===== src/design/sensor_link_pkg.sv =====
`default_nettype none
package sensor_link_pkg;
  // ==========================================
  // Framing
  localparam int START_BITS = 3;
  localparam int SETUP_BITS = 4;
  localparam int STOP_BITS = 3;
  localparam int FRAME_BITS = START_BITS + SETUP_BITS + STOP_BITS;
  localparam int WORD_BITS = 16;
  localparam int READ_CLOCKS = WORD_BITS + 1;
  localparam int ACK_TAIL_CLOCKS = 2;
  localparam int RESET_BITS = 21;
  localparam int CAL_WORDS = 4;
  // ==========================================
  // Setup codes (values arbitrary, set per part)
  localparam logic [3:0] CODE_PRESSURE = 4'hA;
  localparam logic [3:0] CODE_TEMPERATURE = 4'h9;
  localparam logic [3:0] CODE_CAL1 = 4'h5;
  localparam logic [3:0] CODE_CAL2 = 4'h6;
  localparam logic [3:0] CODE_CAL3 = 4'h3;
  localparam logic [3:0] CODE_CAL4 = 4'hC;
  localparam logic [20:0] RESET_PATTERN = 21'h15_5540;
  // ==========================================
  // Timing
  localparam int CLK_HZ = 10_000_000;
  localparam int SCLK_HALF_NS = 400;
  localparam int CLK_NS = 1_000_000_000 / CLK_HZ;
  localparam int SCLK_HALF_CYC = (SCLK_HALF_NS / CLK_NS) < 1 ? 1 : SCLK_HALF_NS / CLK_NS;
  localparam int MCLK_HZ = 32_768;
  localparam int CONV_MCLKS = 16;

  typedef enum logic [2:0] {
    CMD_PRESSURE,
    CMD_TEMPERATURE,
    CMD_CAL1,
    CMD_CAL2,
    CMD_CAL3,
    CMD_CAL4,
    CMD_RESET
  } cmd_t;
endpackage : sensor_link_pkg
`default_nettype wire


===== src/design/sensor_link_if.sv =====
`timescale 1ns/10ps
`default_nettype none
interface sensor_link_if;
  logic sclk;
  logic din;
  logic dout;
  logic mclk;
  modport sensor (input sclk, input din, input mclk, output dout);
  modport host (output sclk, output din, output mclk, input dout);
endinterface : sensor_link_if
`default_nettype wire


===== src/design/pin_sync.sv =====
`timescale 1ns/10ps
`default_nettype none
module pin_sync (
  input wire logic ref_clk,
  input wire logic rst,
  input wire logic pin,
  output logic level,
  output logic rise,
  output logic fall
);
  logic [2:0] sh_r;
  logic [2:0] sh_nxt;
  logic level_r;
  logic level_nxt;
  always_comb begin
    sh_nxt = {sh_r[1:0], pin};
    level_nxt = (sh_r[1] == sh_r[2]) ? sh_r[2] : level_r;
  end
  always_ff @(posedge ref_clk) begin
    if (rst) begin
      sh_r <= 3'h0;
      level_r <= 1'b0;
    end else begin
      sh_r <= sh_nxt;
      level_r <= level_nxt;
    end
  end
  assign level = level_r;
  assign rise = level_nxt & ~level_r;
  assign fall = ~level_nxt & level_r;
endmodule : pin_sync
`default_nettype wire


===== src/design/sensor_end.sv =====
// Function
// - Sensor samples data-in, launches data-out on rising clock
// - Host samples and changes on falling clock
// - Host alone generates serial clock
// - Instruction selects result or calibration output
// - Seven instructions: pressure, temperature, four calibrations, reset
// - Three high start, three low stop bits
// - Four-bit setup field selects reading
// - Conversion ack rises during last stop bit
// - Host gives two clocks after ack
// - Clock held low; falling data-out ends conversion
// - Seventeen clocks read sixteen-bit result
// - Readout pauses while clock idles
// - Host reads result before next conversion
// - Reset pattern recognised in any state
// - Reset pattern is twenty-one bits
// - Host ignores data-out during reset pattern
// - Host sends reset before first conversion
// - Host supplies 32.768 kHz master clock
// - Calibration store holds four sixteen-bit words
// - Pressure and temperature results sixteen bits
`timescale 1ns/10ps
`default_nettype none
module sensor_end #(
  parameter logic [15:0] CAL_WORD1 = 16'h1234,
  parameter logic [15:0] CAL_WORD2 = 16'h5678,
  parameter logic [15:0] CAL_WORD3 = 16'h9ABC,
  parameter logic [15:0] CAL_WORD4 = 16'hDEF0,
  parameter int CONV_TICKS = sensor_link_pkg::CONV_MCLKS
) (
  input wire logic ref_clk,
  input wire logic rst,
  sensor_link_if.sensor link,
  input wire logic [15:0] pressure_value,
  input wire logic [15:0] temperature_value,
  output logic busy
);
  import sensor_link_pkg::*;
  if (CONV_TICKS < 1 || CONV_TICKS > 255) begin : g_bad_conv
    $error("CONV_TICKS out of range");
  end

  typedef enum logic [2:0] {
    S_FRAME, S_ACK_TAIL, S_CONVERT, S_READ
  } state_t;

  // ==========================================
  // Pin synchronisers
  logic sclk_rise;
  logic din_lvl;
  logic mclk_rise;
  pin_sync u_sclk (.ref_clk(ref_clk), .rst(rst), .pin(link.sclk), .level(),
                   .rise(sclk_rise), .fall());
  pin_sync u_din (.ref_clk(ref_clk), .rst(rst), .pin(link.din), .level(din_lvl),
                  .rise(), .fall());
  pin_sync u_mclk (.ref_clk(ref_clk), .rst(rst), .pin(link.mclk), .level(),
                   .rise(mclk_rise), .fall());

  // ==========================================
  // Protocol state
  state_t st_r, st_nxt;
  logic [20:0] hist_r, hist_nxt;
  logic [20:0] hist_sh;
  logic [4:0] cnt_r, cnt_nxt;
  logic [7:0] conv_r, conv_nxt;
  logic [16:0] shift_r, shift_nxt;
  logic dout_r, dout_nxt;
  logic conv_pend_r, conv_pend_nxt;
  logic [3:0] setup;
  logic [15:0] word_sel;
  logic is_conv;

  // Shifted history kept apart so setup decode does not loop through the state logic
  assign hist_sh = sclk_rise ? {hist_r[19:0], din_lvl} : hist_r;
  assign setup = hist_sh[STOP_BITS +: SETUP_BITS];

  always_comb begin
    is_conv = 1'b0;
    word_sel = 16'h0000;
    unique case (setup)
      CODE_PRESSURE: begin
        is_conv = 1'b1;
        word_sel = pressure_value;
      end
      CODE_TEMPERATURE: begin
        is_conv = 1'b1;
        word_sel = temperature_value;
      end
      CODE_CAL1: word_sel = CAL_WORD1;
      CODE_CAL2: word_sel = CAL_WORD2;
      CODE_CAL3: word_sel = CAL_WORD3;
      CODE_CAL4: word_sel = CAL_WORD4;
      default: word_sel = 16'h0000;
    endcase
  end

  always_comb begin
    st_nxt = st_r;
    hist_nxt = hist_r;
    cnt_nxt = cnt_r;
    conv_nxt = conv_r;
    shift_nxt = shift_r;
    dout_nxt = dout_r;
    conv_pend_nxt = conv_pend_r;
    hist_nxt = hist_sh;
    unique case (st_r)
      S_FRAME: begin
        if (sclk_rise) begin
          cnt_nxt = (cnt_r == 5'(FRAME_BITS)) ? cnt_r : cnt_r + 5'd1;
          // Frame: 111 ssss 000 in the last ten bits
          if (hist_nxt[9:7] == 3'b111 && hist_nxt[2:0] == 3'b000
              && cnt_r >= 5'(FRAME_BITS - 1)) begin
            cnt_nxt = 5'd0;
            if (is_conv) begin
              dout_nxt = 1'b1;
              shift_nxt = {1'b1, word_sel};
              st_nxt = S_ACK_TAIL;
            end else if (setup == CODE_CAL1 || setup == CODE_CAL2 ||
                         setup == CODE_CAL3 || setup == CODE_CAL4) begin
              shift_nxt = {1'b0, word_sel};
              dout_nxt = 1'b0;
              st_nxt = S_READ;
            end
          end
        end
      end
      S_ACK_TAIL: begin
        if (sclk_rise) begin
          cnt_nxt = cnt_r + 5'd1;
          if (cnt_r == 5'(ACK_TAIL_CLOCKS - 1)) begin
            cnt_nxt = 5'd0;
            conv_nxt = 8'(CONV_TICKS);
            st_nxt = S_CONVERT;
          end
        end
      end
      S_CONVERT: begin
        if (mclk_rise) begin
          conv_nxt = conv_r - 8'd1;
          if (conv_r == 8'd1) begin
            dout_nxt = 1'b0;
            shift_nxt = {1'b0, shift_r[15:0]};
            st_nxt = S_READ;
          end
        end
      end
      S_READ: begin
        if (sclk_rise) begin
          cnt_nxt = cnt_r + 5'd1;
          if (cnt_r == 5'd0) begin
            dout_nxt = shift_r[15];
          end else begin
            dout_nxt = shift_r[14];
            shift_nxt = {shift_r[15:0], 1'b0};
          end
          if (cnt_r == 5'(READ_CLOCKS - 1)) begin
            cnt_nxt = 5'd0;
            st_nxt = S_FRAME;
          end
        end
      end
      default: st_nxt = S_FRAME;
    endcase
    if (sclk_rise && st_r == S_READ && cnt_r == 5'(READ_CLOCKS - 1)) begin
      dout_nxt = 1'b0;
    end
    conv_pend_nxt = (st_nxt == S_ACK_TAIL || st_nxt == S_CONVERT);
    if (sclk_rise && hist_nxt == RESET_PATTERN) begin
      st_nxt = S_FRAME;
      cnt_nxt = 5'd0;
      dout_nxt = 1'b0;
      conv_pend_nxt = 1'b0;
      hist_nxt = 21'h00_0000;
    end
  end

  always_ff @(posedge ref_clk) begin
    if (rst) begin
      st_r <= S_FRAME;
      hist_r <= 21'h00_0000;
      cnt_r <= 5'h00;
      conv_r <= 8'h00;
      shift_r <= 17'h0_0000;
      dout_r <= 1'b0;
      conv_pend_r <= 1'b0;
    end else begin
      st_r <= st_nxt;
      hist_r <= hist_nxt;
      cnt_r <= cnt_nxt;
      conv_r <= conv_nxt;
      shift_r <= shift_nxt;
      dout_r <= dout_nxt;
      conv_pend_r <= conv_pend_nxt;
    end
  end

  assign link.dout = dout_r;
  assign busy = conv_pend_r;
endmodule : sensor_end
`default_nettype wire


===== src/flat_wrapper.sv =====
// flat-port wrapper written by rule: the top's interface ports become plain ports
module sensor_end_flat import sensor_link_pkg::*;
#(
  parameter logic [15:0] CAL_WORD1 = 16'h1234,
  parameter logic [15:0] CAL_WORD2 = 16'h5678,
  parameter logic [15:0] CAL_WORD3 = 16'h9ABC,
  parameter logic [15:0] CAL_WORD4 = 16'hDEF0,
  parameter int CONV_TICKS = sensor_link_pkg::CONV_MCLKS
)
  (ref_clk, rst, pressure_value, temperature_value, busy, link_sclk, link_din, link_mclk, link_dout);
  sensor_link_if link_i ();
  input wire logic ref_clk;
  input wire logic rst;
  input wire logic [15:0] pressure_value;
  input wire logic [15:0] temperature_value;
  output logic busy;
  input wire logic [$bits(link_i.sclk)-1:0] link_sclk;
  input wire logic [$bits(link_i.din)-1:0] link_din;
  input wire logic [$bits(link_i.mclk)-1:0] link_mclk;
  output wire logic [$bits(link_i.dout)-1:0] link_dout;
  assign link_i.sclk = link_sclk;
  assign link_i.din = link_din;
  assign link_i.mclk = link_mclk;
  assign link_dout = link_i.dout;
  sensor_end #(.CAL_WORD1(CAL_WORD1), .CAL_WORD2(CAL_WORD2), .CAL_WORD3(CAL_WORD3), .CAL_WORD4(CAL_WORD4), .CONV_TICKS(CONV_TICKS)) u_core (.ref_clk(ref_clk), .rst(rst), .link(link_i), .pressure_value(pressure_value), .temperature_value(temperature_value), .busy(busy));
endmodule

===== config.mk =====
export PLATFORM = sky130hd
export DESIGN_NAME = sensor_end_flat
export DESIGN_NICKNAME = d
export VERILOG_FILES = /design/src/design/sensor_link_pkg.sv /design/src/design/sensor_link_if.sv /design/src/design/pin_sync.sv /design/src/design/sensor_end.sv /design/src/flat_wrapper.sv
export SDC_FILE = /design/constraint.sdc
export NUM_CORES = 1
export LEC_CHECK = 0
export ABC_AREA = 0
export ABC_CLOCK_PERIOD_IN_PS = 5100
export BUFFER_PORTS_ARGS = -buffer_cell sky130_fd_sc_hd__buf_2
export CAP_MARGIN = 15
export CORE_ASPECT_RATIO = 0.5
export CORE_MARGIN = 2
export CORE_UTILIZATION = 60
export DETAILED_ROUTE_END_ITERATION = 8
export PLACE_DENSITY = 0.92
export SYNTH_ARGS = -nofsm -noshare
export SYNTH_HDL_FRONTEND = slang
export SYNTH_HIERARCHICAL = 1
export SYNTH_SLANG_ARGS = --single-unit
export TNS_END_PERCENT = 30

===== constraint.sdc =====
create_clock -name ref_clk -period 5.1 [get_ports ref_clk]
set_input_delay 0.255 -clock ref_clk [delete_from_list [all_inputs] [get_ports ref_clk]]
set_output_delay 0.255 -clock ref_clk [all_outputs]
set_load 0.005 [all_outputs]

==> metrics list, run 1 <==
- Yosys printed 6 warnings.
* Largest net degree at the start of global routing: 31
* Clock Root Buffer: sky130_fd_sc_hd__clkbuf_16
* Number of nets in the final layout: roughly 500
* Inst Count DP: 528
- Among all stages on the critical path, the largest delay is contributed by sky130_fd_sc_hd__a211oi_2.
- Die boundary height: 59.73 um
- The flow ran to the end, and the final reports show no timing, DRC or antenna violations.
* Highest clock rate: 0.3202 GHz
- Slowest Stage Delay on Critical Path: 0.91 ns
- The kind of cell with the highest combined delay along the critical path is compound AO/OA/AOI/OAI gates.
- Cell internal power dissipation: 895.9 uW
- Post-CTS setup buffer count: 0
* Insertion delay of the later-clocked pin in the worst-skew pair: 0.33 ns
* Antenna viol nets, final: 0
- The repair_antennas step left the layout with diodes totalling 0.
- CORE AREA: 6031 um2
- Clock edge transition at the registers on the reported setup and hold paths: 0.05 ns
- Total Die Area: 6895 um2
- Slew @ Worst Pin: 1.160 ns
- Wires add up to 8.619 mm.
- Total of hold buffers inserted after clock tree synthesis: 0
- DR vias: 3,289
- At the placement stage, the worst setup path has a slack of 2.053 ns.
* Layout filler cell count: 452
- Net switching is 20.82% of the power.
- In this run the worst hold path is classified as input port to register.
- The worst path uses 61.23% of the clock period.
* Effective utilization at floorplan: a little over 60%
- The worst-case IR drop observed on VDD is 0.0001480 V.
- Total gr overflow: 0
* Global routing usage summed across all routing layers: 25.36%
- Power comes to 1.132 mW.
- In this run the horizontal extent of the chip is 115.4 um.
* Static Leakage: 1.417 nW
- DRC: 0
* Number of global-route vias before repair: 2,842
* Startpoint of the most critical setup path: u_core/u_sclk/sh_r[1]
* Design area: a little over 4000 um2
* Number of DRC markers after the initial detailed-route iteration: 526
- Total setup violations reported at the end of the flow: 0
* Final Hold Fails: 0
- The first global-routing pass estimated 13.48 mm of wire.
- The number of antenna violations at the first check in global routing was 0.
* Post-CTS Resized: 0
* Buf+Inv Stages, Crit Path: 1
- Post-DP HPWL: ~5.6 mm
* Synthesized Nets: 473
- Cts bufs inserted: 9
* Drt via density: between 6 and 7
- Proportion of layout cells with a drive suffix above 1: 19.52%
- Subtracting the final worst setup slack from the clock period gives 3.123 ns.
- Data required time at the worst endpoint: 5.35 ns
- Summed instance area of the synthesized netlist: ~3700 um2
- The area growth from synthesis to layout is 10.85%.
- Between clock sinks in the finished design, the worst skew comes to between 0.003 and 0.004 ns.
- Final weighted congestion in routability-driven placement: 0.8869
- Non-filler instance count after layout: 544
- List of cells traversed by the critical path: nand2_1 -> nor2_4 -> buf_4 -> nand2_2 -> a21oi_1 -> a31oi_2 -> a211oi_2 -> o21ai_0 -> a31oi_1
* Proportion of power drawn by flip-flops and latches: 46.8%
- Number of buffers inserted by port buffering: 38
- The clock net in this run drives a total of 67 sinks.
* Top Ports: 39
- TritonCTS built the clock tree.
* Synthesized instance count: 430
- The tool flagged a number of max-cap violations equal to 0.
- Dividing the detail-routed wire length by the instance count gives between 15 and 20 um.
- The clock tree synthesis step divided the H-tree into 3 levels.
- After detailed placement, the total cell area comes to 3849 um2.
* Data arrival at the endpoint of the critical path: around 3.4 ns
* Setup crit start kind: register
- In this run the power spent charging and discharging nets is roughly 240 uW.
- Worst setup slack after layout: between 1.5 and 2 ns
- The floorplan has 20 rows.
- Category of the critical setup timing path: register to register
* Part of the power in the clock network: 50.4%
- STA classifies the critical path endpoint as a register.
- Setup repair after global routing left no endpoint under its margin.
- Cells fill 68.49% of the core in the end.
- Adding up every negative setup slack in the final design gives 0 ns.
- Combinational power share: 2.8%
- Critical R2R Launch: u_core/u_sclk/sh_r[1]
- Maximum fanout along the worst path: 30
* Iteration count of the initial detailed-routing pass: 6
- Final number of max-transition violations: 0
- Worst min-delay path startpoint: link_din
* Slew HR: approximately 22%
* Deepest clock path buffer count: 2
- Final hold analysis gives a worst-case slack of 0.1311 ns.
* Average footprint of a synthesized cell: 8.665 um2
- Pwr Density: 274.0 nW/um2
-- layer usage --
metal,routed length [um],track usage [%]
met1,3830,33.57
met2,3943,39.68
met3,715,7.201
met4,129,10.33
met5,0,0
-- cell type report --
| type | count | area, um2 | share of cell area (%) |
|---|---|---|---|
| Multi-Input combinational cell | 325 | 2166 | 52.44 |
| Sequential cell | 67 | 1341 | 32.48 |
| Clock buffer | 12 | 256.5 | 6.210 |
| Timing Repair Buffer | 39 | 197.7 | 4.786 |
| Tap cell | 88 | 110.1 | 2.666 |
| Inverter | 9 | 33.78 | 0.8179 |
| Clock inverter | 4 | 25.02 | 0.6059 |
-- path summary, 6_finish.rpt --
check,endpoint,slack (ns),depth (start not counted)
max,u_core/shift_r[14],1.98,9
min,u_core/u_din/sh_r[0],0.13,2
max reg2reg,u_core/shift_r[14],1.98,9
min reg2reg,u_core/u_sclk/sh_r[1],0.43,1
-- worst reg2reg max path: cells and delay by family (launching register included) --
family,cells,cell delay [ns]
compound gates,5,1.74
simple gates,3,0.52
buf+inv,1,0.42
flops,1,0.36
-- state kept, by name (all words and copies together), names as in the netlist --
register,cells
u_core/u_mclk/level,1
u_core/conv_r,8
u_core/u_din/level,1
u_core/st_r,3
u_core/cnt_r,5
u_core/u_sclk/sh_r,3
u_core/shift_r,16
u_core/u_din/sh_r,3
u_core/hist_r,21
u_core/busy,1
u_core/link.dout,1
u_core/u_sclk/level,1
u_core/u_mclk/sh_r,3
-- power by group through the flow --
stage               sequential, mW  clock [mW]  combinational [mW]
floorplan                    0.540           0              0.0145
global placement             0.541           0              0.0307
detailed placement           0.541           0              0.0313
CTS                          0.530       0.579              0.0316
global route                 0.530       0.596              0.0345
finish                       0.530       0.570              0.0316
-- placed cells by master, fill, tap and decap left out, drive strengths merged, types with 2 or more instances in the layout --
cell type  count
a22o           4
and2           3
o31ai          2
clkbuf        12
o21ai         35
nand3b         5
nor2          40
a21o           2
or4            2
o211ai         2
nand3          4
nand2         46
mux2i         16
a22oi         14
dfxtp         67
o21bai         2
nor4           5
nand4          6
inv            9
a211oi         3
a31oi         16
nor2b         13
clkinvlp       2
ha             6
and3           4
o32ai          4
nand2b        11
nor3b          5
a21oi         28
or3            2
xnor2          8
buf           39
clkinv         2
o22ai          4
nand4b         3
nor4b          4
xor2           9
nor3           5
nand4bb        2
No activity file was read; power rests on OpenSTA's default activity.
==> run 2, diff against run 1 <==
--- a/config.mk
+++ b/config.mk
@@ -6,14 +6,14 @@
 export NUM_CORES = 1
 export LEC_CHECK = 0
 export ABC_AREA = 0
-export ABC_CLOCK_PERIOD_IN_PS = 5100
+export ABC_CLOCK_PERIOD_IN_PS = 2800
 export BUFFER_PORTS_ARGS = -buffer_cell sky130_fd_sc_hd__buf_2
 export CAP_MARGIN = 15
 export CORE_ASPECT_RATIO = 0.5
 export CORE_MARGIN = 2
-export CORE_UTILIZATION = 60
+export CORE_UTILIZATION = 53
 export DETAILED_ROUTE_END_ITERATION = 8
-export PLACE_DENSITY = 0.92
+export PLACE_DENSITY = 0.87
 export SYNTH_ARGS = -nofsm -noshare
 export SYNTH_HDL_FRONTEND = slang
 export SYNTH_HIERARCHICAL = 1
==> constraint.sdc (replaced) <==
create_clock -name ref_clk -period 2.8 [get_ports ref_clk]
set_input_delay 0.14 -clock ref_clk [delete_from_list [all_inputs] [get_ports ref_clk]]
set_output_delay 0.14 -clock ref_clk [all_outputs]
set_load 0.005 [all_outputs]
==> run 2 against run 1 <==
Compared with the run above:
- worst setup slack got worse by 1.6 ns
- routed wire length fell by 1.7%
- die area up 13%
- register-to-register slack got worse by 1.6 ns
- largest cell class unchanged
- global-route usage fell by 2.3 points
- clock skew up 0.0050 ns
==> metrics list, run 2 (synthesis gave the netlist of run 1 again) <==
- Worst min-delay path startpoint: link_din
- Setup crit start kind: register
- The count of hold buffers inserted by post-cts repair came to 0 (unchanged).
- Final number of max-transition violations: 0 (unchanged)
* Static Leakage: 1.474 nW (+4.0%)
- The critical path in this run is classified as register to register.
- The root buffer cell chosen for the clock tree is sky130_fd_sc_hd__clkbuf_16.
* Post-DP HPWL: 5.889 mm (+5.1%)
- The clock slew at the register clock pins of the worst setup and hold paths was 0.06 ns (about the same).
- Cts bufs inserted: 9 (unchanged)
* Number of cells traversed by the worst register-to-register path: 9 (unchanged)
- The width of the die was 122.6 um (+6.2%).
- The maximum frequency from static timing analysis is 0.4138 GHz (+29%).
- Post-CTS Resized: 0 (unchanged)
- The critical path arrival is 2.60 ns (-0.77 ns).
- The weighted congestion at the end of routability-driven global placement was 0.8674 (-2.2%).
- Setup repair after global routing left no endpoint under its margin.
- The total number of clock tree sinks was 67 (unchanged).
- Counting flops per register, the top entry is u_core/hist_r.
- Row cnt: 21 (+5.0%)
* Top flop regs: u_core/hist_r x21, u_core/shift_r x16, u_core/conv_r x8
* Capture point of the worst reg-to-reg path: u_core/shift_r[2]
* Global routing usage summed across all routing layers: 23.11% (-2.3 points)
- DRC: 0 (unchanged)
- The worst-case clock buffer depth was 2 (unchanged).
- Die boundary height: 63.29 um (+6.0%)
* Number of nets in the final layout: 502 (+1.6%)
* Worst setup slack after layout: 0.3834 ns (-1.594 ns)
- Mean routed wirelength per cell: 15.24 um (-3.8%)
- The worst endpoint required time was 2.99 ns (-2.36 ns).
- Total number of H-tree levels: 3 (unchanged)
* Final core utilization: 62.55% (-5.9 points)
* Worst IR Drop VDD: 0.0003153 V (+110%)
- Total setup violations reported at the end of the flow: 0 (unchanged)
- The flow ran to the end, and the final reports show no timing, DRC or antenna violations.
- DR vias: 3,251 (-1.2%)
* Capturing element type of the critical path: register
- The number of antenna repair diodes came to 0 (unchanged).
- The number of antenna violations at the first check in global routing is 0 (unchanged).
* Number of DRC markers after the initial detailed-route iteration: 355 (-33%)
- The total global routing overflow is 0 (unchanged).
- The wire length of the first global-routing pass is 14.05 mm (+4.3%).
- The min-delay analysis places its worst path in the category input port to register.
- The share of post-route cells with drive strength above 1 is 20.69% (+1.2 points).
* Largest net degree at the start of global routing: 21 (-32%)
- TritonCTS built the clock tree.
- The number of primary I/O pins was 39 (unchanged).
- Final Cycle Share: 86.31% (+25 points)
- Maximum fanout along the worst path: 18 (-40%)
* Critical R2R Launch: u_core/u_sclk/sh_r[1]
- Placement-stage worst setup slack: 0.4785 ns (-1.574 ns)
- The number of endpoints with negative hold slack in the final report was 0 (unchanged).
- Pwr Density: 520.1 nW/um2 (+90%)
- The quantity of I/O buffers inserted on ports is 38 (unchanged).
* Most common library cell in the layout ignoring fill and taps: sky130_fd_sc_hd__dfxtp_1
- The total core area was 6753 um2 (+12%).
- Slew HR: 50.08% (+28 points)
* Effective utilization at floorplan: 55.18% (-6.6 points)
* Iteration count of the initial detailed-routing pass: 5 (-1)
- The hold path depth came to 2 (unchanged).
- The number of filler cells placed in the layout came to 556 (+23%).
- The final critical delay including setup and external delays came to 2.417 ns (-0.7061 ns).
- Insertion delay of the later-clocked pin in the worst-skew pair: 0.34 ns (about the same)
* Count of max-cap constraint violations: 0 (unchanged)
- Total Die Area: 7758 um2 (+13%)
- The area growth from synthesis to layout is 13.36%.
* Seq. cell area: 1341 um2 (unchanged)
- Drt via density: 5.847 (-3.3%)
- Slew @ Worst Pin: 0.7488 ns (-0.4114 ns)
- The via count of the first global-routing pass is 3,051 (+7.4%).
- The minimum setup slack among reg-to-reg paths is 0.38 ns (-1.59 ns).
* Wirelength, routed: 8.474 mm (-1.7%)
- The flip-flop count of the largest register after layout came to 21 (unchanged).
- Total Neg Setup Slack: 0 ns (unchanged)
* Final worst clock skew: 0.008298 ns (+0.004996 ns)
* Area taken by multi-input logic gates: 2166 um2 (unchanged)
- Post-CTS setup buffer count: 0 (unchanged)
- The library cells used most frequently in the layout, excluding fill and tap cells, are sky130_fd_sc_hd__dfxtp_1, sky130_fd_sc_hd__nand2_1, sky130_fd_sc_hd__buf_2.
* Antenna viol nets, final: 0 (unchanged)
* End point of the most critical hold path: u_core/u_din/sh_r[0]
-- run 2: changes by cell type in the layout (fill, tap and decap cells not counted), sizes merged --
cell,delta
bufinv,+2
clkinvlp,-1
clkbuf,-1
buf,+8
-- run 2: layout make-up --
| type | count | area share [%] |
|---|---|---|
| repair buffers | 47 | 6.102 |
| clock inverters | 5 | 1.836 |
| flip-flops and latches | 67 | 31.75 |
| well taps | 92 | 2.725 |
| clock buffers | 11 | 5.509 |
| inverters | 9 | 0.7998 |
| multi-input cells | 325 | 51.27 |
-- run 2: worst max-delay path: stages, from the launching register on --
cell,delay [ns]
sky130_fd_sc_hd__dfxtp_1,0.36
sky130_fd_sc_hd__nand2_1,0.10
sky130_fd_sc_hd__nor2_4,0.12
sky130_fd_sc_hd__buf_4,0.25
sky130_fd_sc_hd__nand2_2,0.09
sky130_fd_sc_hd__a21oi_1,0.30
sky130_fd_sc_hd__and3_4,0.30
sky130_fd_sc_hd__nand3b_1,0.10
sky130_fd_sc_hd__a21oi_2,0.47
sky130_fd_sc_hd__a31oi_1,0.16
-- run 2: power by group --
| part | switching (mW) | total, mW | leakage (nW) | internal (mW) |
|---|---|---|---|---|
| Sequential | 0.00466 | 0.965 | 0.541 | 0.961 |
| Clock | 0.395 | 1.17 | 0.150 | 0.775 |
| Combinational | 0.0319 | 0.0611 | 0.783 | 0.0292 |
-- run 2: stage by stage --
stage               hold slack (ns)  cells  area, um2  total power [mW]
finish                      0.01648    556       4224             2.197
global placement             0.3573    540       3914             1.045
global route                0.02079    556       4224             2.259
detailed placement           0.3585    540       3914             1.046
CTS                        0.009035    556       4224             2.215
floorplan                    0.2024    430       3726             1.010
-- run 2: worst max path at each step --
stage                     slack [ns]                end                   from  cells past startpoint
after floorplan                 0.85    u_core/cnt_r[1]        u_core/cnt_r[1]                      7
after global placement          0.58  u_core/shift_r[7]  u_core/u_sclk/sh_r[1]                      9
after detailed placement        0.48  u_core/shift_r[9]  u_core/u_sclk/sh_r[1]                      9
after CTS                       0.43  u_core/shift_r[2]  u_core/u_sclk/sh_r[1]                      9
after global routing            0.18  u_core/shift_r[2]  u_core/u_sclk/sh_r[1]                      9
final                           0.38  u_core/shift_r[2]  u_core/u_sclk/sh_r[1]                      9
-- run 2: metal layers --
metal / GRT usage (%) / share of wire (%) / up-vias
li1: - / - / 1605
met1: 30.25 / 46 / 1531
met2: 35.56 / 47 / 105
met3: 7.156 / 6.7 / 10
met4: 9.195 / 1.2 / 0
met5: 0 / 0 / -
==> run 3, diff against run 2 <==
--- a/config.mk
+++ b/config.mk
@@ -14,6 +14,7 @@
 export CORE_UTILIZATION = 53
 export DETAILED_ROUTE_END_ITERATION = 8
 export PLACE_DENSITY = 0.87
+export RECOVER_POWER = 50
 export SYNTH_ARGS = -nofsm -noshare
 export SYNTH_HDL_FRONTEND = slang
 export SYNTH_HIERARCHICAL = 1
==> run 3 against run 2 <==
Compared with the run above:
- cell count unchanged
- sequential power about the same
- sequential share of layout area increased by 0.35 points
- critical endpoint is now u_core/hist_r[19]
- critical path type unchanged
==> metrics list, run 3 (synthesis gave the netlist of run 1 again) <==
* Total of hold buffers inserted after clock tree synthesis: 0 (unchanged)
- The average vias per placed instance came to 5.896 (+0.83%).
* Total number of H-tree levels: 3 (unchanged)
* Clock tree from TritonCTS: yes
- The part of the total power dissipated in combinational logic was 2.7% (about the same).
- Post-DP HPWL: 5.889 mm (unchanged)
- Worst IR Drop VDD: 0.0003122 V (-0.98%)
* Final critical-path required period: 2.546 ns (+0.1297 ns)
- Static Leakage: 1.448 nW (-1.7%)
- STA classifies the critical path endpoint as a register.
* Slowest Stage Delay on Critical Path: 0.43 ns (-0.04 ns)
* Die boundary height: 63.29 um (unchanged)
* Unrepaired setup endpoints after global routing: no
- Mean routed wirelength per cell: 15.16 um (-0.54%)
- The largest net degree at the start of global routing is 21 (unchanged).
- The areal power density over the cells was 524.9 nW/um2 (+0.91%).
- The total core area is 6753 um2 (unchanged).
- The total length of routed wires was 8.428 mm (-0.54%).
- The global-route total usage across every layer was 23.11% (unchanged).
- Clock Root Buffer: sky130_fd_sc_hd__clkbuf_16
* Total Neg Setup Slack: 0 ns (unchanged)
- Syn-to-layout area delta: 12.12%
- The overall power after layout is 2.193 mW (-0.19%).
* Iteration count of the initial detailed-routing pass: 6 (+1)
- The final antenna-violating net count came to 0 (unchanged).
- The register with the most flip-flops in the final layout is u_core/hist_r.
* Count of inserted antenna diode cells: 0 (unchanged)
* Top Ports: 39 (unchanged)
- Width of the die: 122.6 um (unchanged)
* Final number of max-transition violations: 0 (unchanged)
- Proportion of power drawn by flip-flops and latches: 44.0% (about the same)
- Critical path's slowest cell: sky130_fd_sc_hd__clkbuf_2
* Effective utilization at floorplan: 55.18% (unchanged)
- The number of cells in the finished layout apart from fillers came to 556 (unchanged).
* Kind of cell with the highest combined delay on the critical path: simple AND/OR/NAND/NOR gates
- The count of standard-cell rows came to 21 (unchanged).
- Final Hold Fails: 0 (unchanged)
* Maximum fanout along the worst path: 20 (+2)
* Final weighted congestion in routability-driven placement: 0.8674 (unchanged)
- The wire length of the first global-routing pass came to 14.05 mm (unchanged).
- The quantity of I/O buffers inserted on ports is 38 (unchanged).
* Buf+Inv Stages, Crit Path: 2 (+1)
- Worst setup slack after layout: 0.2538 ns (-0.1297 ns)
- The critical path arrival came to 2.75 ns (+0.15 ns).
- The worst hold-check slack came to 0.01932 ns (+0.002845 ns).
- The overall via count from detail_route was 3,278 (+0.83%).
* Highest clock rate: 0.3927 GHz (-5.1%)
- The path class of the tightest hold or removal check is input port to register.
- The number of cells after detailed placement came to 540 (unchanged).
- Post-CTS setup buffer count: 0 (unchanged)
* Slew HR: 42.30% (-7.8 points)
- Total setup violations reported at the end of the flow: 0 (unchanged)
- Count of max-cap constraint violations: 0 (unchanged)
- DRC: 0 (unchanged)
* Number of global-route vias before repair: 3,051 (unchanged)
- The post-cts resize count came to 0 (unchanged).
* Highest-count cells in the layout ignoring fill and taps: sky130_fd_sc_hd__dfxtp_1, sky130_fd_sc_hd__nand2_1, sky130_fd_sc_hd__buf_2
- The post-place setup slack is 0.4785 ns (unchanged).
* Top flop regs: u_core/hist_r x21, u_core/shift_r x16, u_core/conv_r x8
- The switching power share of the total was 19.57% (-0.078 points).
- Final Cycle Share: 90.94% (+4.6 points)
- The global routing usage on met3 was 7.156% (unchanged).
- Counting stages on the worst path, the most repeated cell is sky130_fd_sc_hd__clkbuf_2.
* Total gr overflow: 0 (unchanged)
- The clock network power share is 53.3% (about the same).
- The internal power contribution is 1.764 mW (about the same).
- The first-iteration detailed-routing DRC count came to 432 (+22%).
- The clock buffer count from CTS is 9 (unchanged).
- The final layout net count came to 502 (unchanged).
* Insertion delay of the later-clocked pin in the worst-skew pair: 0.33 ns (about the same)
* Total Die Area: 7758 um2 (unchanged)
- The total number of clock tree sinks was 67 (unchanged).
* Global Route met2 Usage: 35.56% (unchanged)
* Category of the critical setup timing path: register to register
* Met1 track demand over resource in global routing: 30.25% (unchanged)
- Data required time at the worst endpoint: 3.00 ns (about the same)
- The net switching power was 429.1 uW (-0.59%).
- The final worst clock skew was 0.008558 ns (+0.0002598 ns).
- After global routing, the most crowded layer is met2.
* Clock edge transition at the registers on the reported setup and hold paths: 0.05 ns (about the same)
- List of cells traversed by the critical path: nand2_1 -> nor2_4 -> clkbuf_2 -> nand2b_1 -> nor4_2 -> nand4_1 -> o31ai_4 -> clkbuf_2 -> nor2_1
- The worst setup path is launched from a register.
- The run finished with clean final reports.
- The share of post-route cells with drive strength above 1 is 18.97% (-1.7 points).
* Most common library cell in the layout ignoring fill and taps: sky130_fd_sc_hd__dfxtp_1
* Flip-flop count of the largest register, all copies and words added: 21 (unchanged)
- The worst-case clock buffer depth is 2 (unchanged).
- The transition time at the pin with the least slew margin is 0.8655 ns (+0.1166 ns).
- The number of antenna violations at the first check in global routing was 0 (unchanged).
-- run 3: area by class of cell --
cell class	instances	area [um2]
fillers	566	2575
multi-input cells	325	2128
flip-flops and latches	67	1341
repair buffers	47	249.0
clock buffers	11	232.7
well taps	92	115.1
clock inverters	5	77.57
inverters	9	33.78
-- run 3: power groups by stage --
stage	combinational, mW	clock (mW)	sequential, mW
2_1_floorplan	0.0264	0	0.984
3_3_place_gp	0.0599	0	0.985
3_5_place_dp	0.0607	0	0.985
4_1_cts	0.0610	1.19	0.965
5_1_grt	0.0649	1.23	0.965
6_report	0.0593	1.17	0.965
-- run 3: per-stage QoR --
stage	area, um2	utilization [%]
finish	4178	61.87
global route	4178	61.87
CTS	4224	62.55
detailed placement	3914	57.96
global placement	3914	57.96
floorplan	3726	-
-- run 3: worst paths after layout --
path                               from                     to  slack, ns  depth (start not counted)
setup / recovery  u_core/u_sclk/sh_r[1]      u_core/hist_r[19]       0.25                          9
hold / removal                 link_din   u_core/u_din/sh_r[0]       0.02                          2
setup reg to reg  u_core/u_sclk/sh_r[1]      u_core/hist_r[19]       0.25                          9
hold reg to reg   u_core/u_mclk/sh_r[0]  u_core/u_mclk/sh_r[1]       0.44                          1
-- run 3: routing by layer --
metal / share of wire, % / routed length, um
met3: 6.9 / 582
met1: 45 / 3796
met2: 46 / 3891
met4: 1.9 / 158
met5: 0 / 0
-- run 3: worst register-to-register path: stages, from the launching register on --
cell and delay [ns]:
sky130_fd_sc_hd__dfxtp_1 0.36, sky130_fd_sc_hd__nand2_1 0.10, sky130_fd_sc_hd__nor2_4 0.12, sky130_fd_sc_hd__clkbuf_2 0.29, sky130_fd_sc_hd__nand2b_1 0.22, sky130_fd_sc_hd__nor4_2 0.23, sky130_fd_sc_hd__nand4_1 0.19, sky130_fd_sc_hd__o31ai_4 0.37
sky130_fd_sc_hd__clkbuf_2 0.43, sky130_fd_sc_hd__nor2_1 0.10
